File: src/verilog/epo_pkg.sv
// Purpose: constants and types of the energy pulse output generator
// Assumes: 100 MHz system clock, 16-bit signed filtered power word
// Notes:   register offsets are byte addresses on a 32-bit Avalon-MM slave
package epo_pkg;

    // clocks
    localparam int unsigned CLK_HZ        = 100_000_000;
    localparam int unsigned OSC_HZ        = 450_000;

    // power path widths
    localparam int          PW_W          = 16;
    localparam int          ACC_W         = 40;
    localparam int          CNT_W         = 28;
    localparam int          PRE_W         = 11;

    // full-scale magnitude of the power word accumulates to 0.204 x base rate
    localparam int unsigned FULL_SCALE    = 32768;
    localparam int unsigned FULL_RATE_MIL = 204;
    // base threshold for code 00: 2^15 * 2^19 / 0.204
    localparam logic [39:0] LOW_THR_BASE  = 40'h139b8fd59c;
    // smallest rate that still produces pulses, in parts per million of base
    localparam int unsigned NOLOAD_PPM    = 14;

    // total shift of the calibration threshold (rate code + multiplier)
    localparam logic [3:0]  CF_SHIFT_SCF1 = 4'h7;
    localparam logic [3:0]  CF_SHIFT_SCF0 = 4'h6;
    localparam logic [3:0]  CF_SHIFT_HF   = 4'he;

    // pulse timing in printed units
    localparam int unsigned CF_WIDTH_MS   = 173;
    localparam int unsigned CF_HALF_MS    = 346;
    localparam int unsigned LOW_HALF_MS   = 1062;
    localparam int unsigned LOW_WIDTH_MS  = 500;
    localparam int unsigned HF_WIDTH_US   = 35;
    localparam int unsigned HF_WIDTH_CYC  = HF_WIDTH_US * (CLK_HZ / 1_000_000);

    // register map
    localparam int          ADDR_W        = 4;
    localparam logic [3:0]  REG_CTRL      = 4'h0;
    localparam logic [3:0]  REG_STATUS    = 4'h4;
    localparam logic [3:0]  REG_MASK      = 4'h8;
    localparam logic [3:0]  REG_STATE     = 4'hc;

    // status bit positions
    localparam int          EVT_W         = 3;
    localparam int          ST_CF         = 0;
    localparam int          ST_LOW        = 1;
    localparam int          ST_REV        = 2;

    typedef struct packed {
        logic calib_scale_sel;
        logic rate_hi;
        logic rate_lo;
        logic en;
    } epo_ctrl_t;

    localparam epo_ctrl_t   CTRL_RST      = 4'h1;

    typedef struct packed {
        epo_ctrl_t              ctrl;
        logic [EVT_W-1:0]       sts;
        logic [EVT_W-1:0]       mask;
        logic                   ack;
        logic [31:0]            rdata;
        logic [31:0]            tick_acc;
        logic [ACC_W-1:0]       acc;
        logic [PRE_W-1:0]       pre;
        logic [CNT_W-1:0]       cf_per;
        logic [CNT_W-1:0]       cf_cnt;
        logic [CNT_W-1:0]       low_per;
        logic [CNT_W-1:0]       low_cnt;
        logic                   side_b;
        logic                   cf_out;
        logic                   low_a_n;
        logic                   low_b_n;
        logic                   rev;
    } epo_state_t;

endpackage : epo_pkg

File: src/verilog/epo_pulse_gen.sv
// Purpose: energy to pulse-rate converter with low-rate and calibration outputs
// Assumes: power_word comes from logic on sys_clk; rates scale with osc_hz
// Notes:   registers on Avalon-MM, one wait state per access
`timescale 1ns/1ns
module epo_pulse_gen #(
    parameter int unsigned OSC_FREQ_HZ   = epo_pkg::OSC_HZ,
    parameter int unsigned CF_WIDTH_CYC  = epo_pkg::CF_WIDTH_MS * (epo_pkg::CLK_HZ / 1000),
    parameter int unsigned CF_HALF_CYC   = epo_pkg::CF_HALF_MS * (epo_pkg::CLK_HZ / 1000),
    parameter int unsigned LOW_HALF_CYC  = epo_pkg::LOW_HALF_MS * (epo_pkg::CLK_HZ / 1000),
    parameter int unsigned LOW_WIDTH_CYC = epo_pkg::LOW_WIDTH_MS * (epo_pkg::CLK_HZ / 1000)
)
(
    // clock and reset
    input  wire logic                          sys_clk,
    input  wire logic                          rst_n,
    // filtered power
    input  wire logic signed [epo_pkg::PW_W-1:0] power_word,
    // avalon-mm slave
    input  wire logic [epo_pkg::ADDR_W-1:0]    avs_address,
    input  wire logic                          avs_read,
    input  wire logic                          avs_write,
    input  wire logic [31:0]                   avs_writedata,
    input  wire logic [3:0]                    avs_byteenable,
    output logic [31:0]                        avs_readdata,
    output logic                               avs_waitrequest,
    // pulse outputs
    output logic                               low_rate_pulse_a,
    output logic                               low_rate_pulse_b,
    output logic                               calib_pulse_out,
    output logic                               reverse_power_flag,
    // interrupt
    output logic                               irq
);

    localparam epo_pkg::epo_state_t ST_RST = '{
        ctrl:    epo_pkg::CTRL_RST,
        // side starts on b so that the first low-rate quantum lands on output a
        side_b:  1'b1,
        low_a_n: 1'b1,
        low_b_n: 1'b1,
        default: '0
    };

    epo_pkg::epo_state_t              s_q;
    epo_pkg::epo_state_t              s_d;
    logic                             hf;
    logic [1:0]                       sel;
    logic [3:0]                       cf_shift;
    logic [3:0]                       mult_log;
    logic [epo_pkg::ACC_W-1:0]        cf_thr;
    logic [epo_pkg::PW_W:0]           mag;
    logic                             noload;
    logic [32:0]                      tick_sum;
    logic                             tick;
    logic [epo_pkg::ACC_W-1:0]        sum;
    logic                             cf_evt;
    logic                             low_evt;
    logic [epo_pkg::PRE_W-1:0]        pre_top;
    logic [epo_pkg::CNT_W-1:0]        width;

    localparam int PRE_W = epo_pkg::PRE_W;
    typedef logic [PRE_W-1:0] PRE_W_T;

    always_comb
    begin
        s_d      = s_q;
        hf       = !s_q.ctrl.calib_scale_sel && s_q.ctrl.rate_hi && s_q.ctrl.rate_lo;
        sel      = {s_q.ctrl.rate_hi, s_q.ctrl.rate_lo};
        cf_shift = epo_pkg::CF_SHIFT_SCF0;
        cf_evt   = 1'b0;
        low_evt  = 1'b0;
        width    = '0;

        // bus: capture read data on the first cycle, commit writes on the answer cycle
        s_d.ack = (avs_read || avs_write) && !s_q.ack;
        if (avs_read && !s_q.ack)
        begin
            case (avs_address)
                epo_pkg::REG_CTRL:   s_d.rdata = {28'h0000000, s_q.ctrl};
                epo_pkg::REG_STATUS: s_d.rdata = {29'h00000000, s_q.sts};
                epo_pkg::REG_MASK:   s_d.rdata = {29'h00000000, s_q.mask};
                epo_pkg::REG_STATE:  s_d.rdata = {27'h0000000, hf, s_q.cf_out,
                                                  s_q.low_b_n, s_q.low_a_n, s_q.rev};
                default:             s_d.rdata = 32'h00000000;
            endcase
        end
        if (avs_write && s_q.ack && avs_byteenable[0])
        begin
            case (avs_address)
                epo_pkg::REG_CTRL:   s_d.ctrl = avs_writedata[3:0];
                epo_pkg::REG_STATUS: s_d.sts  = s_q.sts & ~avs_writedata[epo_pkg::EVT_W-1:0];
                epo_pkg::REG_MASK:   s_d.mask = avs_writedata[epo_pkg::EVT_W-1:0];
                default:             s_d.mask = s_q.mask;
            endcase
        end

        // oscillator tick from a fractional accumulator, so rates follow osc_hz
        tick_sum = {1'b0, s_q.tick_acc} + 33'(OSC_FREQ_HZ);
        tick     = tick_sum >= 33'(epo_pkg::CLK_HZ);
        if (tick)
        begin
            s_d.tick_acc = 32'(tick_sum - 33'(epo_pkg::CLK_HZ));
        end
        else
        begin
            s_d.tick_acc = tick_sum[31:0];
        end

        // calibration threshold: base threshold shifted by rate code and multiplier
        if (s_q.ctrl.calib_scale_sel)
        begin
            cf_shift = epo_pkg::CF_SHIFT_SCF1;
        end
        else if (hf)
        begin
            cf_shift = epo_pkg::CF_SHIFT_HF;
        end
        cf_thr   = epo_pkg::LOW_THR_BASE >> cf_shift;
        mult_log = cf_shift - {2'b00, sel};
        pre_top  = PRE_W_T'((12'h001 << mult_log) - 12'h001);

        // magnitude of the power word and the creep threshold
        mag    = power_word[epo_pkg::PW_W-1] ? -{power_word[epo_pkg::PW_W-1], power_word}
                                             : {1'b0, power_word};
        noload = 64'(mag) * 64'(epo_pkg::FULL_RATE_MIL) * 64'd1000
                 < 64'(epo_pkg::FULL_SCALE) * 64'(epo_pkg::NOLOAD_PPM);

        // energy accumulates at oscillator rate; one calibration quantum per threshold
        sum = s_q.acc + epo_pkg::ACC_W'(mag);
        if (tick && s_q.ctrl.en && !noload)
        begin
            if (sum >= cf_thr)
            begin
                s_d.acc = sum - cf_thr;
                cf_evt  = 1'b1;
            end
            else
            begin
                s_d.acc = sum;
            end
        end

        // period counters saturate at their half-width limits
        if (s_q.cf_per != epo_pkg::CNT_W'(CF_HALF_CYC))
        begin
            s_d.cf_per = s_q.cf_per + 1'b1;
        end
        if (s_q.low_per != epo_pkg::CNT_W'(LOW_HALF_CYC))
        begin
            s_d.low_per = s_q.low_per + 1'b1;
        end
        if (s_q.cf_cnt != '0)
        begin
            s_d.cf_cnt = s_q.cf_cnt - 1'b1;
        end
        if (s_q.low_cnt != '0)
        begin
            s_d.low_cnt = s_q.low_cnt - 1'b1;
        end

        if (cf_evt)
        begin
            if (hf)
            begin
                width = epo_pkg::CNT_W'(epo_pkg::HF_WIDTH_CYC);
            end
            else if (s_q.cf_per < epo_pkg::CNT_W'(CF_HALF_CYC))
            begin
                width = s_q.cf_per >> 1;
            end
            else
            begin
                width = epo_pkg::CNT_W'(CF_WIDTH_CYC);
            end
            // a period of one cycle would halve to nothing; keep the pulse visible
            s_d.cf_cnt = (width == '0) ? epo_pkg::CNT_W'(1) : width;
            s_d.cf_per = '0;
            s_d.rev    = power_word[epo_pkg::PW_W-1];
            s_d.sts[epo_pkg::ST_CF] = 1'b1;
            if (s_d.rev != s_q.rev)
            begin
                s_d.sts[epo_pkg::ST_REV] = 1'b1;
            end
            // the low-rate quantum is a whole number of calibration quanta
            if (s_q.pre >= pre_top)
            begin
                s_d.pre = '0;
                low_evt = 1'b1;
            end
            else
            begin
                s_d.pre = s_q.pre + 1'b1;
            end
        end

        if (low_evt)
        begin
            if (s_q.low_per < epo_pkg::CNT_W'(LOW_HALF_CYC))
            begin
                width = s_q.low_per >> 1;
            end
            else
            begin
                width = epo_pkg::CNT_W'(LOW_WIDTH_CYC);
            end
            s_d.low_cnt = (width == '0) ? epo_pkg::CNT_W'(1) : width;
            s_d.low_per = '0;
            s_d.side_b  = !s_q.side_b;
            s_d.sts[epo_pkg::ST_LOW] = 1'b1;
        end

        // registered pin levels; low outputs idle high
        s_d.cf_out  = s_d.cf_cnt != '0;
        s_d.low_a_n = !((s_d.low_cnt != '0) && !s_d.side_b);
        s_d.low_b_n = !((s_d.low_cnt != '0) && s_d.side_b);
    end

    always_ff @(posedge sys_clk or negedge rst_n)
    begin
        if (!rst_n)
        begin
            s_q <= ST_RST;
        end
        else
        begin
            s_q <= s_d;
        end
    end

    assign avs_readdata       = s_q.rdata;
    assign avs_waitrequest    = (avs_read || avs_write) && !s_q.ack;
    assign low_rate_pulse_a   = s_q.low_a_n;
    assign low_rate_pulse_b   = s_q.low_b_n;
    assign calib_pulse_out    = s_q.cf_out;
    assign reverse_power_flag = s_q.rev;
    assign irq                = |(s_q.sts & s_q.mask);
endmodule : epo_pulse_gen

File: config.mk
export PLATFORM = sky130hd
export DESIGN_NAME = epo_pulse_gen
export DESIGN_NICKNAME = d
export VERILOG_FILES = /design/src/verilog/epo_pkg.sv /design/src/verilog/epo_pulse_gen.sv
export SDC_FILE = /design/constraint.sdc
export NUM_CORES = 1
export LEC_CHECK = 0
export ABC_AREA = 1
export BUFFER_PORTS_ARGS = -buffer_cell sky130_fd_sc_hd__buf_2
export CORE_UTILIZATION = 65
export CTS_CLUSTER_DIAMETER = 100
export DETAILED_ROUTE_END_ITERATION = 8
export GPL_TIMING_DRIVEN = 0
export HOLD_SLACK_MARGIN = 0.1
export PLACE_DENSITY = 0.79
export SLEW_MARGIN = 20
export SYNTH_ARGS = -nofsm -noshare
export SYNTH_HDL_FRONTEND = slang
export SYNTH_SLANG_ARGS = --single-unit
File: constraint.sdc
create_clock -name sys_clk -period 12.6 [get_ports sys_clk]
set_input_delay 1.26 -clock sys_clk [delete_from_list [all_inputs] [get_ports sys_clk]]
set_output_delay 1.26 -clock sys_clk [all_outputs]
set_load 0.05 [all_outputs]
Word level (Yosys, flattened, before mapping). Index checks and enable logic that the tools add are counted. Widths: inputs -> output; s select.

$add $sub $neg: 12. Multipliers: 2. Div/mod/pow operators: 0. Order comparisons: 6. Eq/ne operators: 6. Shift-type cells: 2. Muxes and demuxes: 31. Bitwise gates (word level): 3. Reductions and logical operators: 36.

Operators with widths (count): $mux 28 (8); $reduce_bool 28->1 (4); $mux 27 (3); $mux 57 (1); $add 28x1->28 const B (2); $logic_not 28->1 (2); $mux 56 (1); $sub 28x1->28 const B (2); $add 40x17->40 (1); $ge 40x40->1 (1); $mux 40 (1); $shr 37x4->40 const A (1); $sub 40x40->40 (1); $lt 35x19->1 const B (1); $add 32x19->33 const B (1); $ge 33x27->1 const B (1); $mux 32 (1); $sub 32x27->32 const B (1); $mul 23x7->30 const B (1); $lt 28x26->1 const B (1); $lt 28x27->1 const B (1); $ne 28x26->1 const B (1); $ne 28x27->1 const B (1); $mul 17x6->23 const B (1); 25 further kinds (59).

Flip-flop bits (word level): 243. Latch bits: 0. RAM bits: 0. Memory bits (read-only): 0. Bits of input ports: 60. Output and inout port bits: 38. Word-level logic and storage cells: 120. Memories: 0.

Logic depth before layout (Yosys ltp). Gate-level depths: netlist of run 1.

Depth after elaboration: 18. Mapped depth: 61. Gate-level depth less buffers: 60.

Worst setup path before layout of run 1. No wires, ideal clock.

Path kind: input -> register. Start: input power_word[0] (netlist bit). End: register s_q[133] (netlist bit). Library setup time: 0.130 ns. Arrival time: 10.436 ns. Required time: 12.470 ns. Path slack: 2.034 ns. Cell stages on the path: 56. Path buffers: 2. Path through: inv_2 > ha_1 > nand2_2 > nor3_1 > inv_1 > nand2_1 > xor2_1 > ha_1 > fa_1 > inv_1 > fa_1 > inv_1 > ha_1 > inv_1 > o21bai_1 > a21oi_1 > o21bai_1 > nand3_1 > (+20 left out) > nand2_1 > nor4_1 > nand4_1 > nand3_1 > a21oi_1 > xnor2_1 > nor2_1 > nand2_1 > nor2_1 > nand2_1 > nor2_1 > nor2_8 > buf_2 > inv_2 > clkbuf_1 > a21oi_1 > o21ai_0 > o21ai_0.

Longest elaborated chain between the ends: 7. Elaborated cells between the ends (all ways): 11. Those cells by class: add/sub (3); mul (2); order compare (2); mux (2); reduce/logical (2).

RTL lines: start: declaration (RTL line epo_pulse_gen.sv:17) `input wire logic signed [epo_pkg::PW_W-1:0] power_word,`; $neg 17->17 (RTL line epo_pulse_gen.sv:123) `mag = power_word[epo_pkg::PW_W-1] ? -{power_word[epo_pkg::PW_W-1], power_word}`; $mux 17 * (RTL line epo_pulse_gen.sv:123); $mul 17x6->23 (RTL line epo_pulse_gen.sv:125) `noload = 64'(mag) * 64'(epo_pkg::FULL_RATE_MIL) * 64'd1000`; $mul 23x7->30 (RTL line epo_pulse_gen.sv:125); $lt 35x19->1 (RTL line epo_pulse_gen.sv:126) `< 64'(epo_pkg::FULL_SCALE) * 64'(epo_pkg::NOLOAD_PPM);`; $logic_not 1->1 (RTL line epo_pulse_gen.sv:130) `if (tick && s_q.ctrl.en && !noload)`; $logic_and 1x1->1 (RTL line epo_pulse_gen.sv:130); end signal: assignment (RTL line epo_pulse_gen.sv:222) `s_q <= ST_RST;`; end signal: assignment (RTL line epo_pulse_gen.sv:226) `s_q <= s_d;`; end: declaration (RTL line epo_pulse_gen.sv:44) `epo_pkg::epo_state_t s_q;`.

Mark *: on every way between the ends. The rest lies on a longest branch, timed or not. A chain may end at the register's enable or synchronous reset.

Final worst setup path of run 1.
Start: input power_word[0] (netlist bit). End: register s_q[95] (netlist bit).

Longest elaborated chain between the ends: 9. Elaborated cells between the ends (all ways): 13. Those cells by class: add/sub (2); mul (2); order compare (2); mux (4); reduce/logical (3).

RTL lines (RTL line): $neg 17->17 (epo_pulse_gen.sv:123); $mux 17 * (epo_pulse_gen.sv:123); $mul 17x6->23 (epo_pulse_gen.sv:125); $mul 23x7->30 (epo_pulse_gen.sv:125); $lt 35x19->1 (epo_pulse_gen.sv:126); $logic_not 1->1 (epo_pulse_gen.sv:130); $logic_and 1x1->1 (epo_pulse_gen.sv:130); $mux 1 * (epo_pulse_gen.sv:130); $mux 56 or $reduce_bool 2->1 (tied branches).

Marks and branches as above.

==> results.yml, run 1 <==
sta:
  holdWs_ps: 483
  period_share_pct: 92.5
  fmax_mhz: 85.8
  period_needed_ps: 11660
  finalClockSkew_ps: 21.7
  slew_viol_final: 0
  tightest_slew_ps: 1130
  rsz0062_at_grt: "false"
  setup_violations: 0
  slew_headroom_pct: 24.6
  hold_viol: 0
grt:
  grt.overflow.total: 0
  grt_use_met1_pct: 43.8
  grt_pass1_vias: 20700
  busiest_layer: "met2"
  antenna_found_initial: 0
  grt_start_max_net_pins: 87
  grtUsageMet2_pct: 57.0
  grt_usage_pct: 33.5
  grt_use_met3_pct: 4.10
  grt_pass1_wl_um: 98200
worst_setup_path:
  crit_path_end_kind: "flop"
  slowest_stage: "fa_1"
  rr_startpoint: "s_q[242]$_DFFE_PN0P_"
  cp_slowest_stage_delay_ps: 560
  crit_family: "adder cells"
  critPathLaunchType: "primary input"
  r2r_cells: 27
  worstPathRequired_ps: 13090
  path_class: "primary input to flop"
  path_buf_inv: 10
  arrival_ps: 12150
  path_max_fanout: 10
  r2r-end: "s_q[150]$_DFFE_PN0N_"
  r2r_slack_ps: 6450
  critPathMostFrequentCell: "nand2_1"
logic_synthesis:
  synth_top_cell_area_share_pct: 22.7
  synth.distinct_cells: 60
  ys_async_sr_fraction_pct: 100
  synth_edf_count: 0
  synth-main-ff-cell: "dfrtp_1"
  yosysSeqAreaShare_pct: 23.2
  yosys_warnings: 0
  synth_common_cells: "614 x nand2_1, 609 x inv_1, 343 x nor2_1"
  yosys.area.top_type: "dfrtp_1"
  yosys_register_bits: 212
  synth_most_common_cell: "nand2_1"
  synthTopCellsByArea: "dfrtp_1 23%, nand2_1 10%, ha_1 10%"
  postSynthAreaPerCell_sq_um: 7.02
  netlist_instances: 3263
  syn_area_sq_um: 22900
die:
  die_x_um: 190
  row_count: 68
  chipHeight_um: 190
  ios: 98
  start_util_pct: 66.2
  die_area_sq_um: 36000
  core_area_sq_um: 34600
clocking:
  cts_made_buffers: 26
  htreeDepth: 1
  clock_latency_ps: 570
  cts_root_buf: "clkbuf_16"
  cts.sink_count: 212
  cts_tree: "yes"
  clockBufferDepth: 3
  clkTransAtPathRegs_ps: 60
final_layout:
  multiInputGateArea_sq_um: 14900
  regArea_sq_um: 5310
  final_nets: 3697
  area_growth_pct: 8.41
  insertedDiodeCount: 0
  final-instance-count-excl-fill: 3839
  drive_gt1_share_pct: 7.21
  fillers: 2920
min_path:
  min_from: "s_q[172]$_DFF_PN0_"
  min_path_cells: 1
  hold_end: "s_q[172]$_DFF_PN0_"
  hp-class: "flop to flop"
route:
  drc: 0
  wl_per_cell_um: 15.6
  ant_nets: 0
  routed_wl_um: 59800
  vias: 21400
  first_iter_violations: 1571
  dr.pass1.iters: 7
  viasPerCell: 5.58
place:
  place.gp.congestion: 0.973
  numPortBuffers: 39
  dp_hpwl_um: 47800
  dp_cells: 3791
run_status:
  status: "finished, final reports clean"
job:
  cap_violations: 0
==> metrics by stage <==
stage	setup TNS, ps	utilization (%)	cell area, sq um	setup WS [ps]
after detailed placement	-36.7	68.9	23900	-19.7
final	0	71.8	24800	941
after CTS	0	71.7	24800	523
after global placement	0	68.7	23800	155
after floorplan	0	-	23000	2030
after global routing	0	71.8	24800	79.0
==> layout make-up <==
cell class                 count  share of cell area, %
tap                          455                   2.29
sequential                   212                   21.4
clock buffer                  35                   2.96
buffer                        86                   2.16
timing repair buffer          41                   1.05
clock inverter                13                  0.866
multi-input combinational   2372                   59.9
inverter                     625                   9.44
==> state kept, by name (all words and copies together), names as in the netlist <==
name / cells
s_q: 203
avs_readdata: 5
calib_pulse_out: 1
low_rate_pulse_a: 1
low_rate_pulse_b: 1
reverse_power_flag: 1
==> cells by family after synthesis <==
family	Yosys count	synth area share [%]
AND/OR/NAND/NOR	1411	27.4
buffers and inverters	711	12.6
AO/OA/AOI/OAI	432	10.4
adder cells (fa/ha/maj)	273	17.9
XOR/XNOR	221	8.51
flip-flops	212	23.2
multiplexers	2	0.0928
other	1	0.0164
==> timing repair <==
item                       4_1_cts  5_1_grt
hold buffers                     0        0
setup endpoints to repair        0       61
gates resized for setup          0       11
setup buffers                    0        0
==> layout by cell type, fill, tap and decap left out, types with 13 or more instances in the layout <==
cell	Yosys	layout
nor4_1	30	29
xnor2_1	61	61
dfrtp_1	208	208
inv_1	609	609
clkbuf_16	0	26
nor2_1	343	342
nand2_1	614	614
nand2_2	18	18
nor3_1	102	102
inv_2	13	13
ha_1	183	183
a31oi_1	25	25
nand3_2	14	14
conb_1	1	33
clkbuf_1	27	27
fa_1	90	90
o21ai_0	156	156
nand3_1	168	168
a21oi_1	150	150
o21ai_1	29	29
xor2_1	158	156
nand4_1	64	64
buf_4	36	36
buf_2	16	54
==> per-layer routing <==
metal  routed length [um]  up-vias
li1                     -    10600
met1                25500    10000
met2                28400      688
met3                 3850      122
met4                 2070        0
met5                    0        -
==> worst max-delay path by stage <==
stage	startpoint	end	slack, ps	cells after the start
floorplan	power_word[0]	s_q[133]$_DFFE_PN0N_	2030	56
global placement	power_word[0]	s_q[133]$_DFFE_PN0N_	150	57
detailed placement	power_word[0]	s_q[133]$_DFFE_PN0N_	-20	54
CTS	power_word[0]	s_q[139]$_DFFE_PN0N_	520	57
global route	power_word[0]	s_q[150]$_DFFE_PN0N_	80	55
finish	power_word[0]	s_q[95]$_DFFE_PN0P_	940	53
Power of run 1 is not shown: default switching activity piles up to over one toggle a cycle in this logic, so the estimate is an artifact.
==> run 2: changes to the inputs <==
PLACE_DENSITY = 0.92   (was 0.79)
==> run 2 against run 1 <==
Against the previous run: hold slack got worse by 0.61 ps; clock skew increased by 12 ps; first-iteration DRC count increased by 26%; wire length decreased by 2.2%; core utilization decreased by 0.40 points; via count increased by 1.3%; cell count decreased by 0.10%; critical path type unchanged; critical endpoint is now s_q[149]$_DFFE_PN0N_.
==> results.yml, run 2 (synthesis results as in run 1) <==
final_layout:
  largest_reg_flops: 203
  final_nets: 3696
  drive_gt1_share_pct: 6.92
  top_register: "s_q"
  area_growth_pct: 7.81
  mostFrequentLayoutCells: "614 x nand2_1, 609 x inv_1, 342 x nor2_1, 208 x dfrtp_1, 183 x ha_1"
  insertedDiodeCount: 0
  final_common_cell: "nand2_1"
  fin_util_pct: 71.4
die:
  start_util_pct: 66.2
  ios: 98
  die_x_um: 190
  core_area_sq_um: 34600
  die_area_sq_um: 36000
  chipHeight_um: 190
  row_count: 68
clocking:
  cts_made_buffers: 25
  clockBufferDepth: 3
  clkTransAtPathRegs_ps: 60
  cts_root_buf: "clkbuf_16"
  clock_latency_ps: 560
  cts_tree: "yes"
  htreeDepth: 1
  cts.sink_count: 212
worst_setup_path:
  r2r-end: "low_rate_pulse_a$_DFF_PN1_"
  cp-startpoint: "power_word[15]"
  crit_path_end_kind: "flop"
  r2r_cells: 25
  rr_startpoint: "s_q[242]$_DFFE_PN0P_"
  cp_num_cells: 53
  worstPathRequired_ps: 13050
  cp_slowest_stage_delay_ps: 560
  critPathLaunchType: "primary input"
  arrival_ps: 12390
  path_class: "primary input to flop"
  path_max_fanout: 10
  slowest_stage: "fa_1"
  crit_end: "s_q[149]$_DFFE_PN0N_"
  path_buf_inv: 12
  critPathMostFrequentCell: "nand2_1"
  r2r_slack_ps: 6350
  crit_family: "adder cells"
route:
  ant_nets: 0
  vias: 21700
  wl_per_cell_um: 15.3
  routed_wl_um: 58500
  viasPerCell: 5.65
  dr.pass1.iters: 6
  first_iter_violations: 1972
  drc: 0
place:
  post-place-ws_ps: -222
  dp_hpwl_um: 45500
  place.gp.congestion: 0.986
  numPortBuffers: 39
grt:
  grt_pass1_vias: 20800
  grt_start_max_net_pins: 82
  antenna_found_initial: 0
  grt.overflow.total: 0
  grt_pass1_wl_um: 97800
  grt_usage_pct: 32.8
sta:
  slew_headroom_pct: 30.2
  tightest_slew_ps: 1040
  period_needed_ps: 11940
  slew_viol_final: 0
  fmax_mhz: 83.8
  hold_viol: 0
  setup_slack_ps: 661
  holdWs_ps: 482
  finalClockSkew_ps: 33.7
  period_share_pct: 94.8
  setup_violations: 0
run_status:
  status: "finished, final reports clean"
min_path:
  hp-class: "flop to flop"
job:
  cap_violations: 0
## run 2: repair_timing
action | in CTS | in global routing
hold buffers | 0 | 0
endpoints found under the setup margin | 0 | 81
resized for setup | 0 | 9
buffers inserted | 0 | 0
## run 2: area by class of cell
class,count,area [sq um]
tap,455,569
clock inverter,6,95.1
sequential,212,5310
inverter,625,2350
multi-input combinational,2372,14900
clock buffer,38,724
buffer,86,534
fill,2671,9920
timing repair buffer,41,260
## run 2: worst min-delay path by stage
stage,start,endpoint,cells after the start
after global routing,avs_readdata[3]$_DFFE_PN0P_,avs_readdata[3]$_DFFE_PN0P_,2
after global placement,s_q[232]$_DFF_PN0_,s_q[232]$_DFF_PN0_,1
after detailed placement,avs_readdata[0]$_DFFE_PN0P_,avs_readdata[0]$_DFFE_PN0P_,2
final,s_q[232]$_DFF_PN0_,s_q[232]$_DFF_PN0_,1
after floorplan,s_q[172]$_DFF_PN0_,s_q[172]$_DFF_PN0_,1
after CTS,avs_readdata[3]$_DFFE_PN0P_,avs_readdata[3]$_DFFE_PN0P_,2
## run 2: stage by stage
| stage | setup TNS [ps] | std cells | instance area, sq um |
|---|---|---|---|
| floorplan | 0 | 3295 | 23000 |
| global placement | 0 | 3789 | 23800 |
| detailed placement | -3890 | 3791 | 23900 |
| CTS | 0 | 3835 | 24700 |
| global route | -1.53 | 3835 | 24700 |
| finish | 0 | 3835 | 24700 |
## run 2: routing by layer
layer,GRT usage [%],vias up,wire length (um)
met5,0,-,0
met3,4.72,109,5240
met4,7.94,0,1300
li1,-,10500,-
met2,54.0,991,26600
met1,45.6,10000,25400
Power of run 2 is left out for the same reason.
